==> config.mk <==
export PLATFORM = sky130hd
export DESIGN_NAME = plcs_link_regs_flat
export DESIGN_NICKNAME = d
export VERILOG_FILES = /design/src/hdl/plcs_pkg.sv /design/src/hdl/plcs_cfg_if.sv /design/src/hdl/plcs_link_regs.sv /design/src/flat_wrapper.sv
export SDC_FILE = /design/constraint.sdc
export NUM_CORES = 1
export LEC_CHECK = 0
export ABC_AREA = 1
export BUFFER_PORTS_ARGS = -buffer_cell sky130_fd_sc_hd__buf_2
export CORE_MARGIN = 4
export CORE_UTILIZATION = 30
export CTS_CLUSTER_SIZE = 40
export DETAILED_ROUTE_END_ITERATION = 6
export PLACE_DENSITY = 0.65
export SLEW_MARGIN = 15
export SYNTH_ARGS = -nofsm -noshare
export SYNTH_HDL_FRONTEND = slang
export SYNTH_SLANG_ARGS = --single-unit
==> constraint.sdc <==
create_clock -name ref_clk -period 0.9 [get_ports ref_clk]
set_input_delay 0.18 -clock ref_clk [delete_from_list [all_inputs] [get_ports ref_clk]]
set_output_delay 0.18 -clock ref_clk [all_outputs]
set_load 0.02 [all_outputs]
==> src/hdl/plcs_pkg.sv <==
// Package: offsets, field positions, reset values and codes for the link control/status register
package plcs_pkg;
  // Register location
  localparam logic [11:0] LINK_CTRL_STAT_OFS = 12'h0d0;
  localparam logic [31:0] LINK_CTRL_STAT_RST = 32'h0041_0000;
  // Field positions
  localparam int DL_ACTIVE_BIT = 29;
  localparam int SLOT_CLK_BIT = 28;
  localparam int LANE_LSB = 20;
  localparam int RATE_LSB = 16;
  localparam int EXT_SYNC_BIT = 7;
  localparam int REFCLK_SEL_BIT = 6;
  localparam int RETRAIN_BIT = 5;
  localparam int LINK_OFF_BIT = 4;
  localparam int RCB_BIT = 3;
  localparam int ASPM_LSB = 0;
  // Reset values and codes
  localparam logic [5:0] LANE_X1 = 6'h01;
  localparam logic [5:0] LANE_X2 = 6'h02;
  localparam logic [5:0] LANE_X4 = 6'h04;
  localparam logic [3:0] RATE_2G5 = 4'h1;
  localparam logic [1:0] ASPM_OFF = 2'h0;
  localparam logic [1:0] ASPM_L0S = 2'h1;
  localparam logic SLOT_CLK_RST = 1'b0;
  // Writable bit mask: bits 7,6,3,1:0
  localparam logic [31:0] WR_MASK = 32'h0000_00cb;
  // Exit latency codes reported for async and common reference clock
  localparam logic [2:0] L0S_EXIT_ASYNC = 3'h3;
  localparam logic [2:0] L0S_EXIT_COMMON = 3'h2;
  // Controller's own Avalon register map (word byte addresses)
  localparam logic [3:0] CTL_CMD_OFS = 4'h0;
  localparam logic [3:0] CTL_WDATA_OFS = 4'h4;
  localparam logic [3:0] CTL_RDATA_OFS = 4'h8;
  localparam logic [3:0] CTL_STAT_OFS = 4'hc;
endpackage

==> src/hdl/plcs_cfg_if.sv <==
// Interface: configuration access path between upstream software port and the register
interface plcs_cfg_if;
  logic req;
  logic wr;
  logic [11:0] addr;
  logic [31:0] wdata;
  logic [3:0] be;
  logic ack;
  logic [31:0] rdata;
  // Bridge end holds the register
  modport dev (input req, wr, addr, wdata, be, output ack, rdata);
  // Upstream controller issues accesses
  modport host (output req, wr, addr, wdata, be, input ack, rdata);
endinterface

==> src/hdl/plcs_link_regs.sv <==
// Link control and status register inside the bridge's capability structure
// Overview of operation
// Register at 0x0d0, reset 0x0041_0000
// Data link active bit 29 reads zero
// Bit 28 reports shared refclk, loadable
// Bits 25:20 one-hot lane count, reset x4
// Bits 19:16 rate, 0001 is 2.5G
// Bit 7 extends synchronization for analyzers
// Bit 6 selects common reference clock
// Exit latency follows common clock select
// Software programs both ends, then retrains
// Retrain bit 5, disable bit 4 read zero
// Bit 3 holds completion boundary 64/128
// Bits 1:0 power management, 01 L0s
// Reserved positions always read zero
// Writes to read-only positions ignored
//
// The Avalon-MM register port was decided locally.
module plcs_link_regs (
  // Clock and reset
  input wire logic ref_clk,
  input wire logic rst_n,
  // Configuration access
  plcs_cfg_if.dev cfg,
  // Status from the link core and serial EEPROM loader
  input wire logic [5:0] laneCount,
  input wire logic [3:0] linkRate,
  input wire logic slotClkLoad,
  input wire logic slotClkVal,
  // Controls to the link core
  output logic extSync,
  output logic refclkCommon,
  output logic completion128,
  output logic [1:0] activePm,
  output logic [2:0] l0sExitLatency
);
  // Writable state
  logic extSync_r;
  logic refclkSel_r;
  logic rcb_r;
  logic [1:0] aspm_r;
  // Hardware-fed status, captured so reads are stable
  logic slotClk_r;
  logic [5:0] lane_r;
  logic [3:0] rate_r;
  logic ack_r;
  logic [31:0] rdata_r;
  // Sync stages for link-core status (may come from another clock)
  logic [5:0] laneS1_r;
  logic [3:0] rateS1_r;

  // Access model
  // The upstream controller raises req and holds it until ack; the register
  // answers one edge later with ack and read data together, then drops ack.
  // A write lands on the edge that raises ack, so software sees the new value
  // on the next read with no extra wait.
  // Only byte lane 0 carries writable bits; upper lanes hold status and
  // reserved positions, so their byte enables change nothing.
  // Reserved power-management codes are stored as written; they are not
  // supported, and software is expected to keep to 00 and 01.
  // Status inputs are levels from the link core and are only sampled.

  // Decode: this register hit
  wire hit = cfg.req && (cfg.addr == plcs_pkg::LINK_CTRL_STAT_OFS);
  wire wrLow = hit && cfg.wr && cfg.be[0];
  wire [31:0] regView;

  // Field views, each named so the read word below stays readable
  // Upper reserved pair, never driven by hardware
  wire [1:0] rsvdTop = 2'h0;
  // Link-active reporting is not offered, so the flag is tied low
  wire dlActiveFlag = 1'b0;
  // Shared reference clock flag as loaded at power-up
  wire slotClockShared = slotClk_r;
  // Reserved pair between the clock flag and the lane field
  wire [1:0] rsvdMid = 2'h0;
  // Negotiated lane count, one-hot
  wire [5:0] negotiatedLaneCount = lane_r;
  // Negotiated rate code
  wire [3:0] negotiatedRate = rate_r;
  // Whole reserved byte below the status half
  wire [7:0] rsvdByte = 8'h00;
  // Retrain and disable have no meaning for a bridge
  wire [1:0] retrainOff = 2'h0;
  // Reserved bit between boundary select and power control
  wire rsvdLow = 1'b0;

  // Assemble read view; reserved and tied bits stay zero
  assign regView = {rsvdTop,
                    dlActiveFlag,
                    slotClockShared,
                    rsvdMid,
                    negotiatedLaneCount,
                    negotiatedRate,
                    rsvdByte,
                    extSync_r,
                    refclkSel_r,
                    retrainOff,
                    rcb_r,
                    rsvdLow,
                    aspm_r};

  // Keep read-only and reserved positions, take only writable ones from the bus;
  // masking here means a new writable bit needs a mask change as well as its own flop and write line
  function automatic logic [31:0] mergeWrite(input logic [31:0] held,
                                             input logic [31:0] incoming);
    begin
      mergeWrite = (held & ~plcs_pkg::WR_MASK) | (incoming & plcs_pkg::WR_MASK);
    end
  endfunction

  // Word as it would stand after the write
  wire [31:0] wrMerged = mergeWrite(regView, cfg.wdata);

  // Register storage; only byte 0 holds writable bits
  always_ff @(posedge ref_clk)
  begin
    if (!rst_n)
    begin
      extSync_r <= 1'b0;
      refclkSel_r <= 1'b0;
      rcb_r <= 1'b0;
      aspm_r <= plcs_pkg::ASPM_OFF;
      slotClk_r <= plcs_pkg::SLOT_CLK_RST;
    end
    else
    begin
      // Only masked positions change; the rest ignore writes
      if (wrLow)
      begin
        extSync_r <= wrMerged[plcs_pkg::EXT_SYNC_BIT];
        refclkSel_r <= wrMerged[plcs_pkg::REFCLK_SEL_BIT];
        rcb_r <= wrMerged[plcs_pkg::RCB_BIT];
        aspm_r <= wrMerged[plcs_pkg::ASPM_LSB +: 2];
      end
      // EEPROM loader may set the slot clock bit
      if (slotClkLoad)
        slotClk_r <= slotClkVal;
    end
  end

  // Lane and rate status through two flops
  // The link core may run on its own clock; two stages keep a metastable
  // level out of the read path. Both stages reset to the default codes so a
  // read right after reset shows four lanes at the base rate.
  // Limitation: a multi-bit change may read mixed for one cycle; the codes
  // only move during link training, long before software looks.
  always_ff @(posedge ref_clk)
  begin
    if (!rst_n)
    begin
      laneS1_r <= plcs_pkg::LANE_X4;
      rateS1_r <= plcs_pkg::RATE_2G5;
      lane_r <= plcs_pkg::LANE_X4;
      rate_r <= plcs_pkg::RATE_2G5;
    end
    else
    begin
      laneS1_r <= laneCount;
      rateS1_r <= linkRate;
      lane_r <= laneS1_r;
      rate_r <= rateS1_r;
    end
  end

  // Handshake: ack one edge after the request is seen, then low for a cycle
  // so a request that is still up is never answered twice
  always_ff @(posedge ref_clk)
  begin
    if (!rst_n)
      ack_r <= 1'b0;
    else
      ack_r <= cfg.req && !ack_r;
  end

  // Read data captured with the ack; unmapped offsets read zero
  always_ff @(posedge ref_clk)
  begin
    if (!rst_n)
      rdata_r <= 32'h0000_0000;
    else
      rdata_r <= hit ? regView : 32'h0000_0000;
  end

  assign cfg.ack = ack_r;
  assign cfg.rdata = rdata_r;
  // Controls out
  assign extSync = extSync_r;
  assign refclkCommon = refclkSel_r;
  assign completion128 = rcb_r;
  assign activePm = aspm_r;
  // Common clock shortens the reported exit latency
  assign l0sExitLatency = refclkSel_r ? plcs_pkg::L0S_EXIT_COMMON
                                      : plcs_pkg::L0S_EXIT_ASYNC;
endmodule

==> src/flat_wrapper.sv <==
// flat-port wrapper written by rule: the top's interface ports become plain ports
module plcs_link_regs_flat 
  (ref_clk, rst_n, laneCount, linkRate, slotClkLoad, slotClkVal, extSync, refclkCommon, completion128, activePm, l0sExitLatency, cfg_req, cfg_wr, cfg_addr, cfg_wdata, cfg_be, cfg_ack, cfg_rdata);
  plcs_cfg_if cfg_i ();
  input wire logic ref_clk;
  input wire logic rst_n;
  input wire logic [5:0] laneCount;
  input wire logic [3:0] linkRate;
  input wire logic slotClkLoad;
  input wire logic slotClkVal;
  output logic extSync;
  output logic refclkCommon;
  output logic completion128;
  output logic [1:0] activePm;
  output logic [2:0] l0sExitLatency;
  input wire logic [$bits(cfg_i.req)-1:0] cfg_req;
  input wire logic [$bits(cfg_i.wr)-1:0] cfg_wr;
  input wire logic [$bits(cfg_i.addr)-1:0] cfg_addr;
  input wire logic [$bits(cfg_i.wdata)-1:0] cfg_wdata;
  input wire logic [$bits(cfg_i.be)-1:0] cfg_be;
  output wire logic [$bits(cfg_i.ack)-1:0] cfg_ack;
  output wire logic [$bits(cfg_i.rdata)-1:0] cfg_rdata;
  assign cfg_i.req = cfg_req;
  assign cfg_i.wr = cfg_wr;
  assign cfg_i.addr = cfg_addr;
  assign cfg_i.wdata = cfg_wdata;
  assign cfg_i.be = cfg_be;
  assign cfg_ack = cfg_i.ack;
  assign cfg_rdata = cfg_i.rdata;
  plcs_link_regs u_core (.ref_clk(ref_clk), .rst_n(rst_n), .cfg(cfg_i), .laneCount(laneCount), .linkRate(linkRate), .slotClkLoad(slotClkLoad), .slotClkVal(slotClkVal), .extSync(extSync), .refclkCommon(refclkCommon), .completion128(completion128), .activePm(activePm), .l0sExitLatency(l0sExitLatency));
endmodule
; ---- Word-level counts from Yosys, hierarchy flattened
; Cells that the tools add are included.
[totals]
in_bits = 64
regBits = 59
latchBits = 0
romBits = 0
n_memories = 0
mem_bits_rw = 0
out_inout_bits = 41
[op_classes]
n_eq_ne = 1
order_cmp = 0
div_mod_pow = 0
n_mul = 0
bitwise = 1
n_addsub = 0
shifts = 0
n_mux = 1
n_reduce_logical = 6
[op_table]
columns = op, count
row1 = "== test 12 x 8 -> 1 bit, second input constant", 1
row2 = "bitwise OR 1 x 8 -> 8 bit, first input constant", 1
row3 = logical AND 1 bit, 4
row4 = AND reduction 2 bit, 1
row5 = zero test 1 bit, 1
row6 = 2-to-1 mux 1 bit, 1

; ---- Logic depth before layout (Yosys ltp)
; Gate-level depths: netlist (run 1).
[depth]
ltp_word = 4
depth_mapped = 8
depth_no_buf = 8

; ---- Worst setup path before layout (run 1)
; OpenSTA, ideal clock, no wires.
[synth_path]
kind = input to register
startpoint = input cfg_addr[2]
endpoint = register u_core.rdata_r[6] (netlist: u_core.cfg.rdata[6])
required_ns = 0.837
path_stages = 6
arrival_time_ns = 0.828
setup_time_ns = 0.063
path_slack_ns = 0.009
cell_sequence = nor2_1 -> nand2_1 -> nor2_4 -> nand3_4 -> buf_6 -> nor2_2
[synth_between]
elab_chain_len = 3
[synth_rtl]
columns = item, line
row1 = start: declaration, flat_wrapper.sv:18  ; input wire logic [$bits(cfg_i.addr)-1:0] cfg_addr;
row2 = == test 12 x 8 -> 1 bit, plcs_link_regs.sv:64  ; wire hit = cfg.req && (cfg.addr == plcs_pkg::LINK_CTRL_STAT_OFS);
row3 = logical AND 1 bit, plcs_link_regs.sv:64
row4 = AND reduction 2 bit (no source line), -
row5 = end signal: assignment, plcs_link_regs.sv:182  ; rdata_r <= hit ? regView : 32'h0000_0000;
row6 = end: declaration, plcs_link_regs.sv:47  ; logic [31:0] rdata_r;
; No other way between the ends.
; A chain may end at the register's enable or synchronous reset.

; ---- Worst setup path in the final report (run 1)
[layout_path]
startpoint = register u_core.refclkSel_r (netlist: u_core.refclkCommon)
endpoint = output l0sExitLatency[0]
[layout_between]
elab_chain_len = 1
[layout_rtl]
columns = item, line
row1 = start: declaration, plcs_link_regs.sv:39  ; logic refclkSel_r;
row2 = start signal: assignment, plcs_link_regs.sv:132  ; refclkSel_r <= wrMerged[plcs_pkg::REFCLK_SEL_BIT];
row3 = 2-to-1 mux 1 bit, plcs_link_regs.sv:193  ; assign l0sExitLatency = refclkSel_r ? plcs_pkg::L0S_EXIT_COMMON
row4 = end: declaration, flat_wrapper.sv:15  ; output logic [2:0] l0sExitLatency;
; No other way between the ends.

==> metrics.md, run 1 <==
| Metric | Value |
|---|---|
| Status | `finished, violations left` |
| Failing checks | `setup timing` |
| Peak supply drop | `about 0.73 mV` |
| Register area share after synthesis | `between 50% and 60%` |
| DRC violations left | `0` |
| Post-route clock period utilization | `105.5%` |
| Root buf cell | `clkbuf_8` |
| Starting Density | `31.66%` |
| Commonest cells post-synth | `dfxtp_1 (43), inv_1 (38), nand2_1 (32), nor2_1 (21), buf_4 (18)` |
| # port buffers | `56` |
| Worst hold start | `laneCount[3]` |
| Longest Clk Path Bufs | `2` |
| R2r worst-path depth | `6` |
| Worst Setup Start Kind | `flip-flop` |
| Reg-to-reg startpoint | `u_core.refclkCommon` |
| R2R setup slack | `0.06 ns` |
| Core ar. | `just under 0.005 mm^2` |
| Final hold violation count | `0` |
| Final instance area | `roughly 0.0022 mm^2` |
| Placed insts | `300` |
| Power Total | `~3.7 mW` |
| Slowest-stage cell, CP | `dfxtp_2` |
| Setup Viol. Count Final | `21` |
| DR iter-0 viols | `16` |
| DP Wirelength | `roughly 2 mm` |
| Reg2Reg Capture Point | `u_core.refclkCommon` |
| Ys async rst share | `0%` |
| Final wirelength | `around 2.9 mm` |
| Main synth FF type | `dfxtp_1` |
| # Max-Cap Violations | `0` |
| First-pass GRT wire length | `roughly 4.4 mm` |
| DR WL/cell | `roughly 9.3 um` |
| Top Ports | `roughly 110` |
| Via count | `between 1000 and 1500` |
| Ys Warns | `0` |
| Pin count of the biggest net entering global routing | `17` |
| Vias in the first global route | `approximately 1100` |
| Die H | `a little under 80 um` |
| Final worst setup slack | `-0.04969 ns` |
| Die width | `just under 80 um` |
| Most numerous cell in the Yosys netlist | `dfxtp_1` |
| Post-DRT Antenna Nets | `0` |
| CTS Sinks | `between 40 and 50` |
| Worst Setup Path Type | `flip-flop to output pin` |
| Number of synthesized flops with an enable pin | `0` |
| Share of Yosys cell area claimed by the top area cell type | `between 50% and 60%` |
| Syn Inst Count | `around 180` |
| Hold Path End | `u_core.laneS1_r[3]` |
| GRT Total Usage | `under 10%` |
| Worst-path clk slew | `roughly 0.080 ns` |
| Fin Setup TNS | `-0.2619 ns` |
| Ant. Diodes | `0` |
| Worst Skew | `between 0.004 and 0.005 ns` |
| Max Slew Vio Count | `0` |
| Fmax | `1053 MHz` |
| GPL Wtd Cong | `~0.7` |
| Critical path's largest stage delay | `between 0.3 and 0.4 ns` |
| P_leak | `1.152 nW` |
| Post-layout instance count excluding filler cells | `312` |
| Hold path cells | `3` |
| TritonCTS clock tree | `done` |
| Largest area contributor in the netlist | `dfxtp_1` |
| Area grow syn2layout | `44.63%` |
| Num rows | `25` |
| Gr ovfl total | `0` |
| DR vias/cell | `~3.6` |
| Initial antenna violation count | `0` |
| CP endpoint kind | `output pin` |
| Worst Path Arrival | `0.77 ns` |
| Die ar. | `about 0.0063 mm^2` |
| Min-Delay Path Class | `primary input to flip-flop` |
| Skew-Pair Late Insertion Delay | `approximately 0.29 ns` |
| Fraction of layout cells with a size suffix above 1 | `between 40% and 50%` |
| CTS HTree Levels | `2` |
| Post-synth design cell area | `0.001525 mm^2` |
| Cell variety after synth | `14` |
| Post-Place Cell Area | `around 0.0018 mm^2` |
| Number of buffers created by CTS | `5` |
| 1st-pass router iterations | `4` |
| Worst-path cell chain | `inv_2, buf_6` |
| Min Clock Period, post-route | `between 0.9 and 1 ns` |
| Flops & latches, synth | `43` |
| Nets | `just over 300` |
| Cell Pwr Density | `~1700 mW/mm^2` |
| CP Max Fanout | `2` |
| RSZ-0062 raised after global routing | `yes` |
| Avg Inst Size Synth | `between 8 and 9 um^2` |
| Fillers | `just under 500` |
| Top post-synthesis cells by area | `dfxtp_1 (56%), inv_1 (9.4%), buf_4 (8.9%), nand2_1 (7.9%), nor2_1 (5.2%)` |
| Req. time, crit path | `between 0.7 and 0.8 ns` |
## cell usage in the layout, fill, tap and decap left out, drive strengths merged
| cell | Yosys | routed |
|---|---|---|
| clkinv | 0 | 2 |
| inv | 38 | 38 |
| nand2 | 32 | 32 |
| conb | 2 | 18 |
| or2 | 4 | 4 |
| nand3 | 2 | 3 |
| bufinv | 0 | 1 |
| nor3 | 1 | 1 |
| buf | 19 | 63 |
| nor2 | 34 | 34 |
| dfxtp | 43 | 43 |
| a21oi | 1 | 1 |
| clkbuf | 2 | 5 |
## cell families after synthesis
logic type / Yosys count / synth area share, %
other: 2 / 0.4924
AND/OR/NAND/NOR: 73 / 23.30
buffers and inverters: 59 / 19.44
AO/OA/AOI/OAI: 1 / 0.3278
flip-flops: 43 / 56.44
## per-stage QoR
| step | setup WS [ns] | utilization [%] | hold WS (ns) |
|---|---|---|---|
| 4_1_cts | -0.06055 | 44.08 | 0.05706 |
| 2_1_floorplan | 0.008725 | - | 0.2776 |
| 3_3_place_gp | -0.1440 | 38.16 | 0.3601 |
| 6_report | -0.04969 | 45.79 | 0.06687 |
| 5_1_grt | -0.09937 | 45.79 | 0.06440 |
| 3_5_place_dp | -0.1696 | 38.16 | 0.3646 |
## worst max-delay path: cells and delay by family, from the launching register on
family                 cells  cell delay [ns]
flip-flops                 1             0.33
buffers and inverters      2             0.16
## what timing repair did
item                       4_1_cts  5_1_grt
hold buffers                     0        0
pin swaps                        0       10
buffers inserted                 1        2
setup endpoints to repair       23       24
resized for setup               67       15
cloned                           0        1
## per-layer routing
| layer | vias to the layer above | track usage [%] | wire, um |
|---|---|---|---|
| li1 | 597 | - | - |
| met1 | 478 | 9.091 | 1130 |
| met2 | 50 | 17.00 | 1529 |
| met3 | 2 | 1.927 | 197 |
| met4 | 0 | 5.670 | 34 |
| met5 | - | 0 | 0 |
## report_power, final
part | internal (mW) | switching (mW) | leakage, nW
Sequential | 1.95 | 0.0114 | 0.362
Combinational | 0.107 | 0.160 | 0.731
Clock | 0.826 | 0.627 | 0.0581
Total | 2.88 | 0.798 | 1.15
## flip-flops by register name (all words and copies together) (netlist names)
signal and count:
u_core.activePm 2, u_core.cfg.ack 1, u_core.cfg.rdata 16, u_core.completion128 1
u_core.extSync 1, u_core.laneS1_r 6, u_core.lane_r 6, u_core.negotiatedRate 4
u_core.rateS1_r 4, u_core.refclkCommon 1, u_core.slotClk_r 1
## cell type report
| cell class | count | area, um^2 | share of cell area, % |
|---|---|---|---|
| multi-input cells | 93 | 465.4 | 21.10 |
| flip-flops and latches | 43 | 888.4 | 40.27 |
| clock inverters | 3 | 43.79 | 1.985 |
| well taps | 67 | 83.83 | 3.800 |
| inverters | 38 | 145.1 | 6.580 |
| repair buffers | 63 | 510.5 | 23.14 |
| clock buffers | 5 | 68.82 | 3.120 |
## worst max path at each step
| stage | end | slack (ns) | cells after the start | start |
|---|---|---|---|---|
| detailed placement | u_core.refclkCommon | -0.17 | 7 | cfg_addr[9] |
| global route | l0sExitLatency[0] | -0.1 | 2 | u_core.refclkCommon |
| finish | l0sExitLatency[0] | -0.05 | 2 | u_core.refclkCommon |
| floorplan | u_core.cfg.rdata[6] | 0.009 | 6 | cfg_addr[2] |
| global placement | u_core.activePm[0] | -0.14 | 7 | cfg_addr[2] |
| CTS | refclkCommon | -0.06 | 1 | u_core.refclkCommon |
Power figures use the tool's default switching activity.
==> run 2, diff against run 1 <==
==> constraint.sdc (replaced) <==
create_clock -name ref_clk -period 0.85 [get_ports ref_clk]
set_input_delay 0.17 -clock ref_clk [delete_from_list [all_inputs] [get_ports ref_clk]]
set_output_delay 0.17 -clock ref_clk [all_outputs]
set_load 0.02 [all_outputs]
==> run 2 against run 1 <==
The flow still finishes with violations (setup timing); sequential cell count stayed put; sequential share of layout area is 1.7 points higher; power is 2.6% lower; combinational power is 2% lower; critical path type unchanged; largest cell class unchanged.
==> metrics.md, run 2 (synthesis results as in run 1) <==
| Metric | Value |
|---|---|
| DP Wirelength | `1.900 mm` |
| Peak supply drop | `between 0.4 and 0.5 mV` |
| Most common cell after layout, fill and taps aside | `inv_1` |
| Final core occ | `roughly 44%` |
| Max reg flops | `16` |
| M3 GR Usage | `3.288%` |
| Core ar. | `0.004817 mm^2` |
| Via count | `1075` |
| Fillers | `between 400 and 500` |
| Final wirelength | `approximately 2.5 mm` |
| Worst Setup SP | `u_core.refclkCommon` |
| Final hold violation count | `0` |
| Status | `finished, violations left` |
| Longest Clk Path Bufs | `2` |
| TritonCTS clock tree | `done` |
| Final worst setup slack | `-0.09444 ns` |
| CTS Sinks | `43` |
| 1st-pass router iterations | `2` |
| RSZ-0062 raised after global routing | `yes` |
| Area grow syn2layout | `38.80%` |
| Post-route clock period utilization | `111.1%` |
| Nets | `approximately 300` |
| CTS HTree Levels | `2` |
| DR iter-0 viols | `16` |
| GPL Wtd Cong | `~0.66` |
| Reg-to-reg startpoint | `u_core.refclkCommon` |
| Vias in the first global route | `999` |
| Root buf cell | `clkbuf_8` |
| Worst-path cell chain | `inv_2, buf_6` |
| Critical path's largest stage delay | `about 0.34 ns` |
| CP Max Fanout | `2` |
| Fmax | `roughly 1100 MHz` |
| Post-DRT Antenna Nets | `0` |
| Ant. Diodes | `0` |
| Die ar. | `around 0.0063 mm^2` |
| Worst Path Arrival | `0.77 ns` |
| Req. time, crit path | `0.68 ns` |
| Die width | `roughly 79 um` |
| Setup WS pre-CTS | `-0.2232 ns` |
| Worst Skew | `roughly 0.0014 ns` |
| P_leak | `approximately 1.1 nW` |
| Min Clock Period, post-route | `0.9444 ns` |
| GRT Total Usage | `slightly below 9%` |
| Slowest-stage cell, CP | `dfxtp_2` |
| Worst Setup Path Type | `flip-flop to output pin` |
| DR vias/cell | `approximately 3.5` |
| Pin count of the biggest net entering global routing | `22` |
| Starting Density | `a little under a third` |
| Worst hold start | `laneCount[5]` |
| Hold_ws | `between 0.06 and 0.07 ns` |
| Die H | `~79 um` |
| Failing checks | `setup timing` |
| DR WL/cell | `8.189 um` |
| Cell Pwr Density | `~1700 mW/mm^2` |
| Top Ports | `approximately 110` |
| Min-Delay Path Class | `primary input to flip-flop` |
| GR Util met1 | `9.021%` |
| Worst Setup Start Kind | `flip-flop` |
| Fraction of layout cells with a size suffix above 1 | `between 40% and 50%` |
| Skew-Pair Late Insertion Delay | `between 0.2 and 0.3 ns` |
| Num rows | `25` |
| Number of buffers created by CTS | `5` |
| Most Crowded Layer GR | `met2` |
| First-pass GRT wire length | `approximately 4.1 mm` |
| Most frequent cells in the layout | `inv_1 (36), buf_2 (32), nand2_1 (30)` |
| # Max-Cap Violations | `0` |
| DRC violations left | `0` |
| Gr ovfl total | `0` |
| CP endpoint kind | `output pin` |
| Setup Viol. Count Final | `23` |
| Initial antenna violation count | `0` |
| Worst-path clk slew | `0.07 ns` |
| # port buffers | `56` |
| GR Util met2 | `~15%` |
| Max Slew Vio Count | `0` |
[run 2: final cells by class]
class / count / area, um^2 / area share (%)
clock inverters: 1 / 5.005 / 0.2364
repair buffers: 60 / 469.2 / 22.16
multi-input cells: 92 / 445.4 / 21.04
flip-flops and latches: 43 / 888.4 / 41.96
clock buffers: 6 / 82.58 / 3.901
well taps: 67 / 83.83 / 3.960
inverters: 38 / 142.6 / 6.738
[run 2: power by group]
part,total [mW],switching [mW],internal (mW),leakage (nW)
Sequential,2.07,0.0112,2.06,0.362
Combinational,0.262,0.162,0.100,0.709
Clock,1.25,0.609,0.637,0.0470
Total,3.58,0.782,2.80,1.12
[run 2: final timing paths]
kind / end / slack (ns) / depth (start not counted)
setup / recovery: l0sExitLatency[0] / -0.09 / 2
hold / removal: u_core.laneS1_r[5] / 0.06 / 3
setup reg to reg: u_core.refclkCommon / 0.12 / 5
hold reg to reg: u_core.cfg.rdata[21] / 0.40 / 2
[run 2: metal layers]
layer / part of all wire (%) / vias up
met5: 0 / -
met4: 1.8 / 0
met3: 11 / 4
met2: 47 / 59
met1: 40 / 429
li1: - / 583
[run 2: stage by stage]
step	setup TNS, ns	std cells	power [mW]	instance area, um^2
floorplan	-0.1280	194	2.336	1604
global placement	-3.200	299	2.374	1846
detailed placement	-3.581	299	2.377	1846
CTS	-1.413	307	3.651	2106
global route	-1.922	307	3.782	2117
finish	-1.081	307	3.581	2117
[run 2: repair_timing]
| action | in CTS | in global routing |
|---|---|---|
| hold buffers | 0 | 0 |
| buffers inserted | 1 | 1 |
| gates resized for setup | 66 | 3 |
| setup endpoints to repair | 23 | 24 |
| pin swaps | 0 | 1 |
[run 2: worst max-delay path, delay by kind of cell, from the launching register on]
kind	cells	cell delay, ns
DFF	1	0.34
buffers and inverters	2	0.16
==> run 3, diff against run 2 <==
--- a/config.mk
+++ b/config.mk
@@ -12,6 +12,7 @@
 export CTS_CLUSTER_SIZE = 40
 export DETAILED_ROUTE_END_ITERATION = 6
 export PLACE_DENSITY = 0.65
+export SETUP_SLACK_MARGIN = 0.15
 export SLEW_MARGIN = 15
 export SYNTH_ARGS = -nofsm -noshare
 export SYNTH_HDL_FRONTEND = slang
==> run 3 against run 2 <==
The flow still finishes with violations (setup timing); largest power group unchanged; sequential power is essentially flat; largest cell class unchanged; critical endpoint is now refclkCommon; register-to-register slack lost 0.04 ns; clock skew grew 0.0017 ns; combinational power grew 21%; cell count grew 2.9%.
==> metrics.md, run 3 (synthesis results as in run 1) <==
| Metric | Value |
|---|---|
| Status | `finished, violations left` |
| Failing checks | `setup timing` |
| Max Slew Vio Count | `0` |
| Post-route clock period utilization | `111.2%` |
| Worst-path cell chain | `buf_2` |
| # port buffers | `56` |
| # Max-Cap Violations | `0` |
| DR WL/cell | `roughly 9.3 um` |
| Vias in the first global route | `around 1100` |
| CTS HTree Levels | `2` |
| Worst Setup Start Kind | `flip-flop` |
| Core ar. | `between 0.004 and 0.005 mm^2` |
| Number of buffers created by CTS | `5` |
| Ant. Diodes | `0` |
| GRT Total Usage | `about a tenth` |
| RSZ-0062 raised after global routing | `yes` |
| Top delay family on crit path | `flip-flops` |
| Via count | `between 1000 and 1500` |
| Top Ports | `approximately 110` |
| Hold buffer count at CTS | `0` |
| Die width | `79.30 um` |
| CTS Sinks | `between 40 and 50` |
| Power Total | `approximately 4.2 mW` |
| First-pass GRT wire length | `between 4 and 5 mm` |
| Post-Place Cell Area | `about 0.0019 mm^2` |
| Starting Density | `a little under a third` |
| Final instance area | `between 0.002 and 0.0025 mm^2` |
| Min Clock Period, post-route | `between 0.9 and 1 ns` |
| Most frequent cells in the layout | `inv_1 (35), buf_6 (30), buf_2 (27)` |
| Max reg flops | `16` |
| Most common cell after layout, fill and taps aside | `inv_1` |
| Final hold violation count | `0` |
| GPL Wtd Cong | `roughly 0.65` |
| Final wirelength | `a little under 3 mm` |
| Worst Setup Path Type | `flip-flop to output pin` |
| Die H | `slightly below 80 um` |
| Fmax | `approximately 1100 MHz` |
| Area grow syn2layout | `59.89%` |
| Gr ovfl total | `0` |
| Fraction of layout cells with a size suffix above 1 | `55.42%` |
| Setup WS pre-CTS | `-0.2306 ns` |
| Min-Delay Path Class | `primary input to flip-flop` |
| Critical path's largest stage delay | `0.33 ns` |
| Worst-path clk slew | `about 0.08 ns` |
| Skew-Pair Late Insertion Delay | `around 0.29 ns` |
| DR vias/cell | `approximately 3.7` |
| Initial antenna violation count | `0` |
| Post-layout instance count excluding filler cells | `approximately 320` |
| P_leak | `about 1.2 nW` |
| Root buf cell | `clkbuf_8` |
| Post-DRT Antenna Nets | `0` |
| Fillers | `around 470` |
| Pin count of the biggest net entering global routing | `15` |
| Die ar. | `approximately 0.0063 mm^2` |
| DRC violations left | `0` |
| Num rows | `25` |
| CP Max Fanout | `2` |
| Req. time, crit path | `between 0.6 and 0.7 ns` |
| CP endpoint kind | `output pin` |
| DR iter-0 viols | `25` |
| Worst Skew | `0.003141 ns` |
| Setup Viol. Count Final | `23` |
| Worst Path Arrival | `0.78 ns` |
| Final worst setup slack | `-0.09506 ns` |
| Nets | `~310` |
| TritonCTS clock tree | `done` |
| Placed insts | `300` |
| Peak supply drop | `~0.95 mV` |
| Slowest-stage cell, CP | `dfxtp_2` |
| 1st-pass router iterations | `4` |
| Worst path bufs/invs | `1` |
| Area of the multi-input gates | `roughly 580 um^2` |
| Cell Pwr Density | `~1700 mW/mm^2` |
| Sequential cell area | `889.6 um^2` |
| DP Wirelength | `1.917 mm` |
| Longest Clk Path Bufs | `2` |
==> run 3: changes by cell type in the layout (fill, tap and decap cells not counted), sizes merged <==
cell      change
buf           +7
nand3         +1
clkbuf        -1
bufinv        +2
clkinvlp      +1
clkinv        -1
==> run 3: cell type report <==
class | count | area share (%)
Multi-Input combinational cell | 93 | 23.70
Clock inverter | 3 | 2.771
Inverter | 38 | 5.952
Clock buffer | 5 | 2.822
Tap cell | 67 | 3.438
Timing Repair Buffer | 67 | 24.83
Sequential cell | 43 | 36.48
==> run 3: per-stage QoR <==
stage          utilization (%)  hold WS [ns]  setup TNS (ns)
2_1_floorplan                -        0.2676         -0.1280
3_3_place_gp             38.47        0.3520          -3.172
3_5_place_dp             38.47        0.3570          -3.427
4_1_cts                  47.97       0.04808          -1.530
5_1_grt                  50.62       0.04200          -2.402
6_report                 50.62       0.05645          -1.271
==> run 3: routing by layer <==
metal	share of wire, %	global-route usage [%]	wire [um]
met5	0	0	0
met4	2.2	5.155	66
met3	10	2.381	307
met2	52	16.75	1514
met1	36	10.08	1045
==> run 3: what timing repair did <==
item / 4_1_cts / 5_1_grt
gates cloned: 2 / 0
setup endpoints to repair: 32 / 45
resized for setup: 82 / 27
pin swaps: 26 / 23
setup buffers: 4 / 2
==> run 3: report_power, final <==
| part | internal (mW) | switching [mW] | total, mW | leakage [nW] |
|---|---|---|---|---|
| clock network | 1.17 | 0.681 | 1.85 | 0.0644 |
| logic | 0.132 | 0.185 | 0.317 | 0.778 |
| registers | 2.06 | 0.0118 | 2.07 | 0.363 |
| total | 3.36 | 0.878 | 4.24 | 1.20 |
==> run 3: path summary, 6_finish.rpt <==
path / cells past startpoint / slack [ns] / startpoint / endpoint
worst min-delay path: 3 / 0.06 / linkRate[1] / u_core.rateS1_r[1]
worst max-delay path: 1 / -0.1 / u_core.refclkCommon / refclkCommon
worst max register to register: 5 / 0.08 / u_core.refclkCommon / u_core.refclkCommon
worst min register to register: 2 / 0.40 / u_core.lane_r[2] / u_core.cfg.rdata[22]
